$ cat src/hw/emic_defs.svh
// Offsets, field positions, reset values and timing counts of the metering register bank
`ifndef EMIC_DEFS_SVH
`define EMIC_DEFS_SVH

// Register indexes; byte address is four times the index
`define EMIC_IX_AVG_P1 14'h10d6
`define EMIC_IX_AVG_P2 14'h10d7
`define EMIC_IX_AVG_U 14'h10d8
`define EMIC_IX_AVG_IA 14'h10d9
`define EMIC_IX_AVG_IB 14'h10da
`define EMIC_IX_GAIN_P1 14'h10e8
`define EMIC_IX_GAIN_P2 14'h10e9
`define EMIC_IX_GAIN_U 14'h10ea
`define EMIC_IX_GAIN_IA 14'h10eb
`define EMIC_IX_GAIN_IB 14'h10ec
`define EMIC_IX_OFS_P1 14'h10ed
`define EMIC_IX_OFS_P2 14'h10ee
`define EMIC_IX_BPF 14'h10ef
`define EMIC_IX_PTH_P1 14'h10f4
`define EMIC_IX_NTH_P1 14'h10f5
`define EMIC_IX_PTH_P2 14'h10fa
`define EMIC_IX_NTH_P2 14'h10fb
`define EMIC_IX_ACC_P1 14'h1059
`define EMIC_IX_ACC_P2 14'h105a
`define EMIC_IX_CNT_P1 14'h105b
`define EMIC_IX_CNT_P2 14'h105c
`define EMIC_IX_CTRL1 14'h2878
`define EMIC_IX_CTRL3 14'h287a
`define EMIC_IX_PHC1 14'h287b
`define EMIC_IX_PHC2 14'h287c
`define EMIC_IX_CTRL4 14'h287d
`define EMIC_IX_PULSE 14'h287e
`define EMIC_IX_CRP 14'h287f

// Field positions
`define EMIC_B_SEL_I 5
`define EMIC_B_PROC 4
`define EMIC_B_PHC_EN 6
`define EMIC_B_FUNC2 4
`define EMIC_B_LPF 5
`define EMIC_B_BPF 6
`define EMIC_B_ACC_EN 3
`define EMIC_B_PULSE_EN 4
`define EMIC_B_NOLOAD_EN 5
`define EMIC_B_NL_P1 6
`define EMIC_B_NL_P2 7
`define EMIC_B_PHC_SIGN 7
`define EMIC_B_CRP_P1 7
`define EMIC_B_CRP_P2 6

// Reset values
`define EMIC_RST_W32 32'h0000_0000
`define EMIC_RST_W8 8'h00

// Accumulation rate: metering clock over accumulation frequency
`define EMIC_MCLK_HZ 3276800
`define EMIC_ACC_HZ 12800
`define EMIC_ACC_DIV (`EMIC_MCLK_HZ / `EMIC_ACC_HZ)

`endif

$ cat src/hw/emic_pkg.sv
// Types shared by the metering register bank
package emic_pkg;
    typedef enum logic [1:0] {
        EMIC_SRC_SIGNED = 2'h0,
        EMIC_SRC_ABS = 2'h1,
        EMIC_SRC_POS = 2'h3,
        EMIC_SRC_NEG = 2'h2
    } emic_src_t;
endpackage : emic_pkg

$ cat src/hw/emic_regs.sv
// Control and calibration register bank of the energy metering engine
//
// Summary of operation
// - Writing one to processing enable starts power and RMS calculation.
// - Current channel select bit picks the current channel used for metering.
// - Phase compensation enable plus two control registers and creep low bits set delay.
// - Function select bit makes second path compute active or reactive energy.
// - Low-pass and band-pass filter enable bits act independently.
// - Two select bits choose the source of path one's positive accumulator.
// - Bit 5 of control four together with bits 6 and 7 enables no-load detection per path.
// - Accumulators and pulse counters load written values; zero clears them.
// - Phase sign zero delays current, one delays voltage; magnitude gives delay.
// - Thresholds unsigned RW, gains and offsets signed RW, averages signed RO.
// - Accumulation runs at metering clock over 256, e.g. 12800 Hz.
// - Creep bits 7 and 6 show creeping per path, zero while metering.
`timescale 1ns/100ps
`include "emic_defs.svh"

module emic_regs #(
    parameter int ACC_DIV = `EMIC_ACC_DIV
) (
    // Clock and reset
    input wire logic clk,
    input wire logic rstn,
    // APB slave
    input wire logic psel,
    input wire logic penable,
    input wire logic pwrite,
    input wire logic [15:0] paddr,
    input wire logic [31:0] pwdata,
    output logic [31:0] prdata,
    output logic pready,
    output logic pslverr,
    // Datapath results and metering clock enable
    input wire logic meterTick,
    input wire logic sampleValid,
    input wire logic [31:0] activePowerOne,
    input wire logic [31:0] activePowerTwo,
    input wire logic [31:0] reactivePowerTwo,
    input wire logic [31:0] voltageRms,
    input wire logic [31:0] currentARms,
    input wire logic [31:0] currentBRms,
    // Datapath controls
    output logic processingEnable,
    output logic [3:0] channelInputEnables,
    output logic currentChannelSelect,
    output logic lowpassEnable,
    output logic bandpassEnable,
    output logic secondPathFunctionSelect,
    output logic [31:0] bandpassParameter,
    output logic delayVoltageOne,
    output logic [7:0] phaseDelayOne,
    output logic delayVoltageTwo,
    output logic [7:0] phaseDelayTwo,
    // Energy pulses
    output logic [1:0] energyPulse
);
    // Divider counter is 16 bits wide and needs at least two states
    if (ACC_DIV < 2 || ACC_DIV > 65535) begin : gBadDiv
        $error("emic_regs: ACC_DIV out of range");
    end

    logic [31:0] avg_r [0:4];
    logic [31:0] gain_r [0:4];
    logic [31:0] ofs_r [0:1];
    logic [31:0] bpf_r;
    logic [31:0] pth_r [0:1];
    logic [31:0] nth_r [0:1];
    logic [31:0] acc_r [0:1];
    logic [31:0] cnt_r [0:1];
    logic [7:0] ctrl1_r, ctrl3_r, phc1_r, phc2_r, ctrl4_r, pulseCtrl_r;
    logic [3:0] crpLow_r;
    logic [1:0] creep_r;
    logic [1:0] pulse_r;
    logic [15:0] div_r;
    logic accTick_r;
    logic [31:0] prdata_r;
    logic pready_r, pslverr_r;
    logic [13:0] idx;
    logic wrEn;
    logic [32:0] rdHit;
    logic [7:0] ctrl1_nxt, phc1_nxt, phc2_nxt;
    logic [3:0] crpLow_nxt;
    logic delayVoltageOne_r, delayVoltageTwo_r;
    logic [7:0] phaseDelayOne_r, phaseDelayTwo_r;

    assign idx = paddr[15:2];
    // Write lands on the edge at which pready is seen high
    assign wrEn = psel && penable && pready_r && pwrite;

    // Read mux; bit 32 flags a mapped index
    function automatic logic [32:0] rdDecode(input logic [13:0] a);
        case (a)
            `EMIC_IX_AVG_P1: rdDecode = {1'b1, avg_r[0]};
            `EMIC_IX_AVG_P2: rdDecode = {1'b1, avg_r[1]};
            `EMIC_IX_AVG_U: rdDecode = {1'b1, avg_r[2]};
            `EMIC_IX_AVG_IA: rdDecode = {1'b1, avg_r[3]};
            `EMIC_IX_AVG_IB: rdDecode = {1'b1, avg_r[4]};
            `EMIC_IX_GAIN_P1: rdDecode = {1'b1, gain_r[0]};
            `EMIC_IX_GAIN_P2: rdDecode = {1'b1, gain_r[1]};
            `EMIC_IX_GAIN_U: rdDecode = {1'b1, gain_r[2]};
            `EMIC_IX_GAIN_IA: rdDecode = {1'b1, gain_r[3]};
            `EMIC_IX_GAIN_IB: rdDecode = {1'b1, gain_r[4]};
            `EMIC_IX_OFS_P1: rdDecode = {1'b1, ofs_r[0]};
            `EMIC_IX_OFS_P2: rdDecode = {1'b1, ofs_r[1]};
            `EMIC_IX_BPF: rdDecode = {1'b1, bpf_r};
            `EMIC_IX_PTH_P1: rdDecode = {1'b1, pth_r[0]};
            `EMIC_IX_NTH_P1: rdDecode = {1'b1, nth_r[0]};
            `EMIC_IX_PTH_P2: rdDecode = {1'b1, pth_r[1]};
            `EMIC_IX_NTH_P2: rdDecode = {1'b1, nth_r[1]};
            `EMIC_IX_ACC_P1: rdDecode = {1'b1, acc_r[0]};
            `EMIC_IX_ACC_P2: rdDecode = {1'b1, acc_r[1]};
            `EMIC_IX_CNT_P1: rdDecode = {1'b1, cnt_r[0]};
            `EMIC_IX_CNT_P2: rdDecode = {1'b1, cnt_r[1]};
            `EMIC_IX_CTRL1: rdDecode = {1'b1, 24'h000000, ctrl1_r};
            `EMIC_IX_CTRL3: rdDecode = {1'b1, 24'h000000, ctrl3_r};
            `EMIC_IX_PHC1: rdDecode = {1'b1, 24'h000000, phc1_r};
            `EMIC_IX_PHC2: rdDecode = {1'b1, 24'h000000, phc2_r};
            `EMIC_IX_CTRL4: rdDecode = {1'b1, 24'h000000, ctrl4_r};
            `EMIC_IX_PULSE: rdDecode = {1'b1, 24'h000000, pulseCtrl_r};
            `EMIC_IX_CRP: rdDecode = {1'b1, 24'h000000, creep_r, 2'h0, crpLow_r};
            default: rdDecode = {1'b0, 32'h00000000};
        endcase
    endfunction : rdDecode

    // Process form so the mux follows register contents, not only the index
    always_comb begin
        rdHit = rdDecode(idx);
    end

    // One wait state keeps prdata and pready registered
    always_ff @(posedge clk) begin
        if (!rstn) begin
            pready_r <= 1'b0;
            pslverr_r <= 1'b0;
            prdata_r <= `EMIC_RST_W32;
        end else begin
            pready_r <= psel && penable && !pready_r;
            pslverr_r <= psel && penable && !pready_r && !rdHit[32];
            prdata_r <= (psel && penable && !pready_r && !pwrite) ? rdHit[31:0] : 32'h00000000;
        end
    end

    // Next values of the registers that steer the phase outputs
    always_comb begin
        ctrl1_nxt = ctrl1_r;
        phc1_nxt = phc1_r;
        phc2_nxt = phc2_r;
        crpLow_nxt = crpLow_r;
        if (wrEn) begin
            case (idx)
                `EMIC_IX_CTRL1: ctrl1_nxt = pwdata[7:0];
                `EMIC_IX_PHC1: phc1_nxt = pwdata[7:0];
                `EMIC_IX_PHC2: phc2_nxt = pwdata[7:0];
                `EMIC_IX_CRP: crpLow_nxt = pwdata[3:0];
                default: ;
            endcase
        end
    end

    // Control registers; all clear at reset so metering starts idle
    always_ff @(posedge clk) begin
        if (!rstn) begin
            ctrl1_r <= `EMIC_RST_W8;
            ctrl3_r <= `EMIC_RST_W8;
            phc1_r <= `EMIC_RST_W8;
            phc2_r <= `EMIC_RST_W8;
            ctrl4_r <= `EMIC_RST_W8;
            pulseCtrl_r <= `EMIC_RST_W8;
            crpLow_r <= 4'h0;
        end else begin
            ctrl1_r <= ctrl1_nxt;
            phc1_r <= phc1_nxt;
            phc2_r <= phc2_nxt;
            crpLow_r <= crpLow_nxt;
            if (wrEn) begin
                case (idx)
                    `EMIC_IX_CTRL3: ctrl3_r <= pwdata[7:0];
                    `EMIC_IX_CTRL4: ctrl4_r <= pwdata[7:0];
                    `EMIC_IX_PULSE: pulseCtrl_r <= pwdata[7:0];
                    default: ;
                endcase
            end
        end
    end

    // Phase outputs fed from next values, so they move in the cycle of the write
    // Disabled compensation forces zero delay so a stale magnitude cannot leak
    always_ff @(posedge clk) begin
        if (!rstn) begin
            delayVoltageOne_r <= 1'b0;
            delayVoltageTwo_r <= 1'b0;
            phaseDelayOne_r <= 8'h00;
            phaseDelayTwo_r <= 8'h00;
        end else begin
            delayVoltageOne_r <= ctrl1_nxt[`EMIC_B_PHC_EN] & phc1_nxt[`EMIC_B_PHC_SIGN];
            delayVoltageTwo_r <= ctrl1_nxt[`EMIC_B_PHC_EN] & phc2_nxt[`EMIC_B_PHC_SIGN];
            phaseDelayOne_r <= ctrl1_nxt[`EMIC_B_PHC_EN]
                ? {crpLow_nxt[1:0], phc1_nxt[5:0]} : 8'h00;
            phaseDelayTwo_r <= ctrl1_nxt[`EMIC_B_PHC_EN]
                ? {crpLow_nxt[3:2], phc2_nxt[5:0]} : 8'h00;
        end
    end

    // Calibration words, stored as written; signedness is the reader's view
    always_ff @(posedge clk) begin
        if (!rstn) begin
            for (int i = 0; i < 5; i++) begin
                gain_r[i] <= `EMIC_RST_W32;
            end
            for (int i = 0; i < 2; i++) begin
                ofs_r[i] <= `EMIC_RST_W32;
                pth_r[i] <= `EMIC_RST_W32;
                nth_r[i] <= `EMIC_RST_W32;
            end
            bpf_r <= `EMIC_RST_W32;
        end else if (wrEn) begin
            case (idx)
                `EMIC_IX_GAIN_P1: gain_r[0] <= pwdata;
                `EMIC_IX_GAIN_P2: gain_r[1] <= pwdata;
                `EMIC_IX_GAIN_U: gain_r[2] <= pwdata;
                `EMIC_IX_GAIN_IA: gain_r[3] <= pwdata;
                `EMIC_IX_GAIN_IB: gain_r[4] <= pwdata;
                `EMIC_IX_OFS_P1: ofs_r[0] <= pwdata;
                `EMIC_IX_OFS_P2: ofs_r[1] <= pwdata;
                `EMIC_IX_BPF: bpf_r <= pwdata;
                `EMIC_IX_PTH_P1: pth_r[0] <= pwdata;
                `EMIC_IX_NTH_P1: nth_r[0] <= pwdata;
                `EMIC_IX_PTH_P2: pth_r[1] <= pwdata;
                `EMIC_IX_NTH_P2: nth_r[1] <= pwdata;
                default: ;
            endcase
        end
    end

    // Averages follow the datapath only while processing runs; writes ignored
    always_ff @(posedge clk) begin
        if (!rstn) begin
            for (int i = 0; i < 5; i++) begin
                avg_r[i] <= `EMIC_RST_W32;
            end
        end else if (sampleValid && ctrl1_r[`EMIC_B_PROC]) begin
            avg_r[0] <= activePowerOne;
            avg_r[1] <= ctrl3_r[`EMIC_B_FUNC2] ? reactivePowerTwo : activePowerTwo;
            avg_r[2] <= voltageRms;
            avg_r[3] <= currentARms;
            avg_r[4] <= currentBRms;
        end
    end

    // Accumulation tick from the metering clock enable
    always_ff @(posedge clk) begin
        if (!rstn) begin
            div_r <= 16'h0000;
            accTick_r <= 1'b0;
        end else begin
            accTick_r <= 1'b0;
            if (meterTick) begin
                if (div_r == 16'(ACC_DIV - 1)) begin
                    div_r <= 16'h0000;
                    accTick_r <= 1'b1;
                end else begin
                    div_r <= div_r + 16'h0001;
                end
            end
        end
    end

    // Per-path energy accumulation, pulses and no-load detection
    for (genvar p = 0; p < 2; p++) begin : gPath
        logic signed [32:0] raw;
        logic signed [32:0] src;
        logic [32:0] mag;
        logic [32:0] sum;
        logic noload;
        emic_pkg::emic_src_t sel;

        assign sel = (p == 0) ? emic_pkg::emic_src_t'(ctrl4_r[1:0]) : emic_pkg::EMIC_SRC_POS;
        assign raw = $signed({avg_r[p][31], avg_r[p]}) + $signed({ofs_r[p][31], ofs_r[p]});

        always_comb begin
            case (sel)
                emic_pkg::EMIC_SRC_SIGNED: src = raw;
                emic_pkg::EMIC_SRC_ABS: src = raw[32] ? -raw : raw;
                emic_pkg::EMIC_SRC_POS: src = raw[32] ? 33'sh0 : raw;
                emic_pkg::EMIC_SRC_NEG: src = -raw;
                default: src = 33'sh0;
            endcase
        end

        // Negative contributions never enter the positive accumulator
        assign mag = src[32] ? 33'h0 : src;
        assign sum = {1'b0, acc_r[p]} + mag;
        assign noload = ctrl4_r[`EMIC_B_NOLOAD_EN] && ctrl4_r[`EMIC_B_NL_P1 + p]
            && (mag < {1'b0, nth_r[p]});

        // Software load wins over an accumulation in the same cycle
        always_ff @(posedge clk) begin
            if (!rstn) begin
                acc_r[p] <= `EMIC_RST_W32;
                cnt_r[p] <= `EMIC_RST_W32;
                creep_r[1 - p] <= 1'b0;
                pulse_r[p] <= 1'b0;
            end else begin
                pulse_r[p] <= 1'b0;
                if (accTick_r) begin
                    creep_r[1 - p] <= noload;
                end
                if (wrEn && idx == `EMIC_IX_ACC_P1 + 14'(p)) begin
                    acc_r[p] <= pwdata;
                end else if (accTick_r && ctrl4_r[`EMIC_B_ACC_EN] && !noload) begin
                    if (pth_r[p] != 32'h0 && sum >= {1'b0, pth_r[p]}) begin
                        acc_r[p] <= 32'(sum - {1'b0, pth_r[p]});
                        pulse_r[p] <= ctrl4_r[`EMIC_B_PULSE_EN];
                    end else begin
                        acc_r[p] <= sum[32] ? 32'hffffffff : sum[31:0];
                    end
                end
                if (wrEn && idx == `EMIC_IX_CNT_P1 + 14'(p)) begin
                    cnt_r[p] <= pwdata;
                end else if (accTick_r && ctrl4_r[`EMIC_B_ACC_EN] && !noload
                    && pth_r[p] != 32'h0 && sum >= {1'b0, pth_r[p]}) begin
                    cnt_r[p] <= cnt_r[p] + 32'h1;
                end
            end
        end
    end

    // Outputs
    assign prdata = prdata_r;
    assign pready = pready_r;
    assign pslverr = pslverr_r;
    assign processingEnable = ctrl1_r[`EMIC_B_PROC];
    assign channelInputEnables = ctrl1_r[3:0];
    assign currentChannelSelect = ctrl1_r[`EMIC_B_SEL_I];
    assign lowpassEnable = ctrl3_r[`EMIC_B_LPF];
    assign bandpassEnable = ctrl3_r[`EMIC_B_BPF];
    assign secondPathFunctionSelect = ctrl3_r[`EMIC_B_FUNC2];
    assign bandpassParameter = bpf_r;
    assign delayVoltageOne = delayVoltageOne_r;
    assign phaseDelayOne = phaseDelayOne_r;
    assign delayVoltageTwo = delayVoltageTwo_r;
    assign phaseDelayTwo = phaseDelayTwo_r;
    assign energyPulse = pulse_r;
endmodule : emic_regs

$ cat config.mk
export PLATFORM = sky130hd
export DESIGN_NAME = emic_regs
export DESIGN_NICKNAME = d
export VERILOG_FILES = /design/src/hw/emic_pkg.sv /design/src/hw/emic_regs.sv
export VERILOG_INCLUDE_DIRS = /design/src /design/src/hw
export SDC_FILE = /design/constraint.sdc
export NUM_CORES = 2
export LEC_CHECK = 0
export BUFFER_PORTS_ARGS = -buffer_cell sky130_fd_sc_hd__buf_2
export CAP_MARGIN = 20
export CORE_UTILIZATION = 50
export CTS_CLUSTER_DIAMETER = 80
export CTS_CLUSTER_SIZE = 10
export DETAILED_ROUTE_END_ITERATION = 8
export PLACE_DENSITY = 0.68
export SYNTH_ARGS = -nofsm -noshare
export SYNTH_HDL_FRONTEND = slang
export SYNTH_SLANG_ARGS = --single-unit
export TNS_END_PERCENT = 100
$ cat constraint.sdc
create_clock -name clk -period 14.44 [get_ports clk]
set_input_delay 4.332 -clock clk [delete_from_list [all_inputs] [get_ports clk]]
set_output_delay 4.332 -clock clk [all_outputs]
set_load 0.02 [all_outputs]
* Yosys cells after proc, flatten, opt, wreduce, memory -nomap -nowiden
Memories as Yosys holds them, arrays and structs flattened.
Index checks and enable logic that the tools add are counted.
** Word-level totals
- Memory bits (writable) :: 640
- Flip-flop bits (word level) :: 157
- Memories :: 7
- Word-level logic and storage cells :: 288
** Operators by class
- Magnitude comparators :: 4
- Reductions and logical operators :: 44
- Muxes and demuxes :: 134
- Eq/ne operators :: 32
- Bitwise logic cells :: 33
- $add $sub $neg :: 10
** Memories
- avg_r :: words 5, width 32, read ports 5, clocked after Yosys merged registers in 0, wr ports 5, line emic_regs.sv:63 : logic [31:0] avg_r [0:4];
- gain_r :: words 5, width 32, read ports 5, clocked after Yosys merged registers in 0, wr ports 5, line emic_regs.sv:64 : logic [31:0] gain_r [0:4];
- acc_r :: words 2, width 32, read ports 2, clocked after Yosys merged registers in 0, wr ports 2, line emic_regs.sv:69 : logic [31:0] acc_r [0:1];
- cnt_r :: words 2, width 32, read ports 2, clocked after Yosys merged registers in 0, wr ports 2, line emic_regs.sv:70 : logic [31:0] cnt_r [0:1];
- nth_r :: words 2, width 32, read ports 2, clocked after Yosys merged registers in 0, wr ports 2, line emic_regs.sv:68 : logic [31:0] nth_r [0:1];
- ofs_r :: words 2, width 32, read ports 2, clocked after Yosys merged registers in 0, wr ports 2, line emic_regs.sv:65 : logic [31:0] ofs_r [0:1];
- +1 memories
** Operators by type and width (count)
- 32-bit two-way mux :: 33
- 33-bit one-hot mux with 28 select lines :: 1
- 14-bit by 13-bit == test with 1-bit output, second input constant :: 21
- 32-bit by 32-bit adder with 33-bit output :: 4
- 33-bit one-hot mux with 4 select lines :: 1
- 14-bit == test, second input constant :: 7
- 1-bit two-way mux :: 89
- 33-bit by 32-bit >= comparator with 1-bit output :: 2
- 32-bit by 1-bit adder with 32-bit output, second input constant :: 2
- 32-bit less-than comparator :: 2
- 32-bit nonzero test :: 2
- 32-bit subtractor :: 2
- 33-bit two-way mux :: 1
- 33-bit negation :: 1
- 8-bit two-way mux :: 4
- 1-bit OR :: 26
- 1-bit logical AND :: 24
- 2-bit AND reduction :: 10
- 16-bit by 1-bit adder with 16-bit output, second input constant :: 1
- 16-bit by 8-bit == test with 1-bit output, second input constant :: 1
- 16-bit two-way mux :: 1
- 7-bit two-way mux :: 2
- 4-bit two-way mux :: 2
- 4-bit OR reduction :: 2
- 6 further kinds :: 16

* Logic depth before layout (Yosys ltp)
An unclocked memory read counts as a cell.
- Depth after elaboration :: 17
- Depth in mapped cells :: 50
- Gate-level depth less buffers :: 46

* Least setup slack after synthesis
Ideal clock, no wire load.
- Path kind :: reg-to-reg
- Start point :: mem ofs_r[0][0]
- End point :: mem cnt_r[0][0] (enable)
- Arrival time :: 11549 ps
- Stages on the path, launching flop included :: 47
- Required time :: 14012 ps
- Clock period less this slack :: 11977 ps
- Buffers on the path :: 3
- Path slack :: 2463 ps
- Cells stage by stage :: edfxtp_1 ha_1 fa_1 a21o_1 a221oi_2 mux2i_1 nor4_4 nand3_1 nor4_1 nand2_1 or3_1 nor3_2 and3_1 and3_1 nand3_1 nor4_1 ha_1 o21ai_0 [... 11 more ...] o21ai_0 a2111oi_0 nor2_1 ha_1 a21o_1 a21o_1 a211o_1 a211oi_1 o211ai_1 and3b_1 o22ai_1 o21ai_0 a21oi_1 nor2b_1 o21ai_0 a41o_1 clkbuf_1 o21bai_1
** RTL lines (line)
- start, declared :: emic_regs.sv:65
- end, declared :: emic_regs.sv:70

==> results by group <==
Status
  – Status: finished with violations
  – Failing checks: max-slew violations

Timing
  – F_max: 76.2 MHz
  – Minimum clock period: 13.13 ns
  – Slew @ Worst Pin: 1.53 ns
  – Total Neg Setup Slack: 0 ns
  – Crit share post-route: 0.909
  – Max transition margin: -0.0168
  – RSZ-0062 raised after global routing: false
  – Hold Fails Final Rpt: 0
  – Final Max Slew Viols: 1
  – Skew final: 0.0560 ns
  – Setup violators final: 0

Critical path
  – Crit path DAT: 13.53 ns
  – Crit path buf inv count: 2
  – CP required: 14.84 ns
  – CP delay by family, top: compound AO/OA/AOI/OAI gates
  – CP Capture Type: register
  – Slowest stage delay, CP: 0.68 ns
  – Worst path slowest cell: a41o_1
  – WS Path Type: register to register
  – Setup crit start kind: register
  – CP max FO: 25

Synth
  – Synth cell count leaders: edfxtp_1, nand2_1, nor2_1
  – Register area share after synthesis: 0.474
  – Mapped Nets: 5198
  – Cells after Synth: 4695
  – Synth warn: 0
  – FFs w/ async S/R, synth: 0
  – Synth Area per Inst: 10.1 µm²
  – Yosys top cell area share: 0.407
  – Post-synth EDFFs: 640
  – Most common flop cell mapped by yosys: edfxtp_1
  – FF+latch count, synth: 797
  – Cell area after synthesis: 47200 µm²
  – Area contributors post-synth: edfxtp_1, dfxtp_1, ha_1
  – Cell variety after synth: 99
  – Yosys top cell by area: edfxtp_1
  – Dominant cell by count in the synthesized netlist: edfxtp_1

Pwr
  – Switching Fraction: 0.299
  – Pwr/cell area: 111 nW/µm²
  – Power Internal: 4.15 mW
  – Part of the power in registers: 0.442
  – Worst IR drop on VDD: 0.0000992 V
  – Comb power frac: 0.178
  – Clock share of power: 0.379
  – Leakage power: 20.5 nW
  – Sw power: 1.77 mW

GRT
  – Largest net degree at the start of global routing: 93
  – Initial antenna violation count: 20
  – Vias in the first global route: 39001
  – GRT Resource Usage Total: 0.434
  – Grt ovf: 0
  – First-pass GRT wire length: 290 mm

Hold path
  – Hold Path Class: register to register

Die
  – Total I/O pin count: 342
  – Core Box Area: 93500 µm²
  – Horiz. Die Dim: 309 µm
  – Die Area: 95600 µm²
  – Cell Rows: 112
  – Starting Density: 0.505
  – Chip height: 309 µm

Clocking
  – Clk sinks: 797
  – Root Buffer: clkbuf_16
  – Hold buffer count at CTS: 0
  – Resize count post-CTS: 0
  – CTS buffer count: 91
  – Clock Path Buffers: 3
  – Worst-skew pair later-pin latency: 0.72 ns
  – Post-CTS setup buffer count: 0
  – CTS H-tree depth: 3
  – CTS tree: done
  – Worst-path clk slew: 0.06 ns

Routing
  – Wire length per cell: 33.3 µm
  – Drt total wl: 211 mm
  – DR pass1 iterations: 9
  – DR DRC count: 0
  – Drt via density: 6.75
  – Via count: 42709
  – DRT iter0 DRCs: 6837
  – ANT nets after route: 0

Cells and area
  – Multi-input logic area: 23300 µm²
  – Finished Layout Cells: 6327
  – Share of cells above drive strength 1: 0.124
  – Reg area: 22400 µm²
  – Area Growth Syn to Fin: 12.7%
  – Nets: 5474
  – Filler instances: 8254

Place
  – GPL Wtd Cong: 1.08
  – Total placed cells including tap cells: 6129
  – DP Wirelength: 158 mm
  – Port Buffer Count: 339

Run
  – Max Cap Violations: 0
[state kept, by name, indices dropped and copies added (netlist names), 16 cells and up]
register           cells
ofs_r                 64
div_r                 16
bandpassParameter     32
nth_r                 64
avg_r                160
gain_r               160
prdata                32
pth_r                 64
acc_r                 64
cnt_r                 64
[metal layers]
layer  vias up  GRT usage  part of all wire
met5         -          0           0.00025
met3       743      0.138              0.14
met2      3369      0.622              0.41
met4         8      0.295             0.083
li1      18271          -                 -
met1     20318      0.558              0.36
[kinds of logic (layout without fill, tap and decap cells)]
kind of cell,count (synthesis),in the layout,synth area share
simple gates,1597,1597,0.171
compound gates,1303,1303,0.193
flops,797,797,0.474
buf+inv,441,791,0.0361
fa+ha+maj,258,258,0.0693
xor+xnor,241,241,0.0447
mux,58,58,0.0124
other cells,0,28,0
[per-stage QoR]
step	cell area [µm²]	hold WS (ns)	power, mW	util	worst slack (ns)
after floorplan	47200	0.431	3.32	-	2.46
after global placement	50300	0.438	3.67	0.538	1.86
after detailed placement	50300	0.443	3.68	0.538	1.72
after CTS	53000	0.451	5.88	0.567	1.67
after global routing	53100	0.467	6.07	0.568	0.450
final	53200	0.453	5.93	0.569	1.31
[power groups by stage]
stage | Sequential (mW) | Clock, mW | Combinational, mW
CTS | 2.61 | 2.24 | 1.02
detailed placement | 2.66 | 0 | 1.02
global route | 2.62 | 2.33 | 1.13
floorplan | 2.61 | 0 | 0.705
finish | 2.62 | 2.25 | 1.06
global placement | 2.66 | 0 | 1.01
[worst register-to-register path, delay by kind of cell (launching register included)]
family          cells  cell delay (ns)
compound gates     20             5.20
fa+ha+maj           6             2.18
buf+inv             2             0.60
simple gates       17             4.14
xor+xnor            1             0.21
flops               1             0.48
[placed cells by master, fill, tap and decap left out, types with 72 or more instances in the layout]
master	count
and2_1	277
a21o_1	95
nor2_1	298
buf_4	83
a22oi_1	206
a221oi_1	79
xor2_1	93
buf_2	340
ha_1	250
nand3_1	128
xnor2_1	148
edfxtp_1	640
inv_1	197
nor3_1	72
dfxtp_1	156
nand2_1	404
o21ai_0	158
clkbuf_16	92
a21oi_1	283
nand4_1	98
[layout make-up]
type | instances | area share
antenna | 28 | 0.00132
clock buffer | 158 | 0.0483
clock inverter | 9 | 0.00381
inverter | 199 | 0.0141
multi-input combinational | 3457 | 0.438
sequential | 797 | 0.421
tap | 1254 | 0.0295
timing repair buffer | 425 | 0.0448
[final timing paths]
check | startpoint | end | slack [ns] | depth (start not counted)
max | ofs_r[0][0] | cnt_r[0][7] | 1.31 | 46
min | ctrl3_r[7] | ctrl3_r[7] | 0.45 | 2
max reg2reg | ofs_r[0][0] | cnt_r[0][7] | 1.31 | 46
min reg2reg | ctrl3_r[7] | ctrl3_r[7] | 0.45 | 2
No activity file was read; power rests on OpenSTA's default activity.
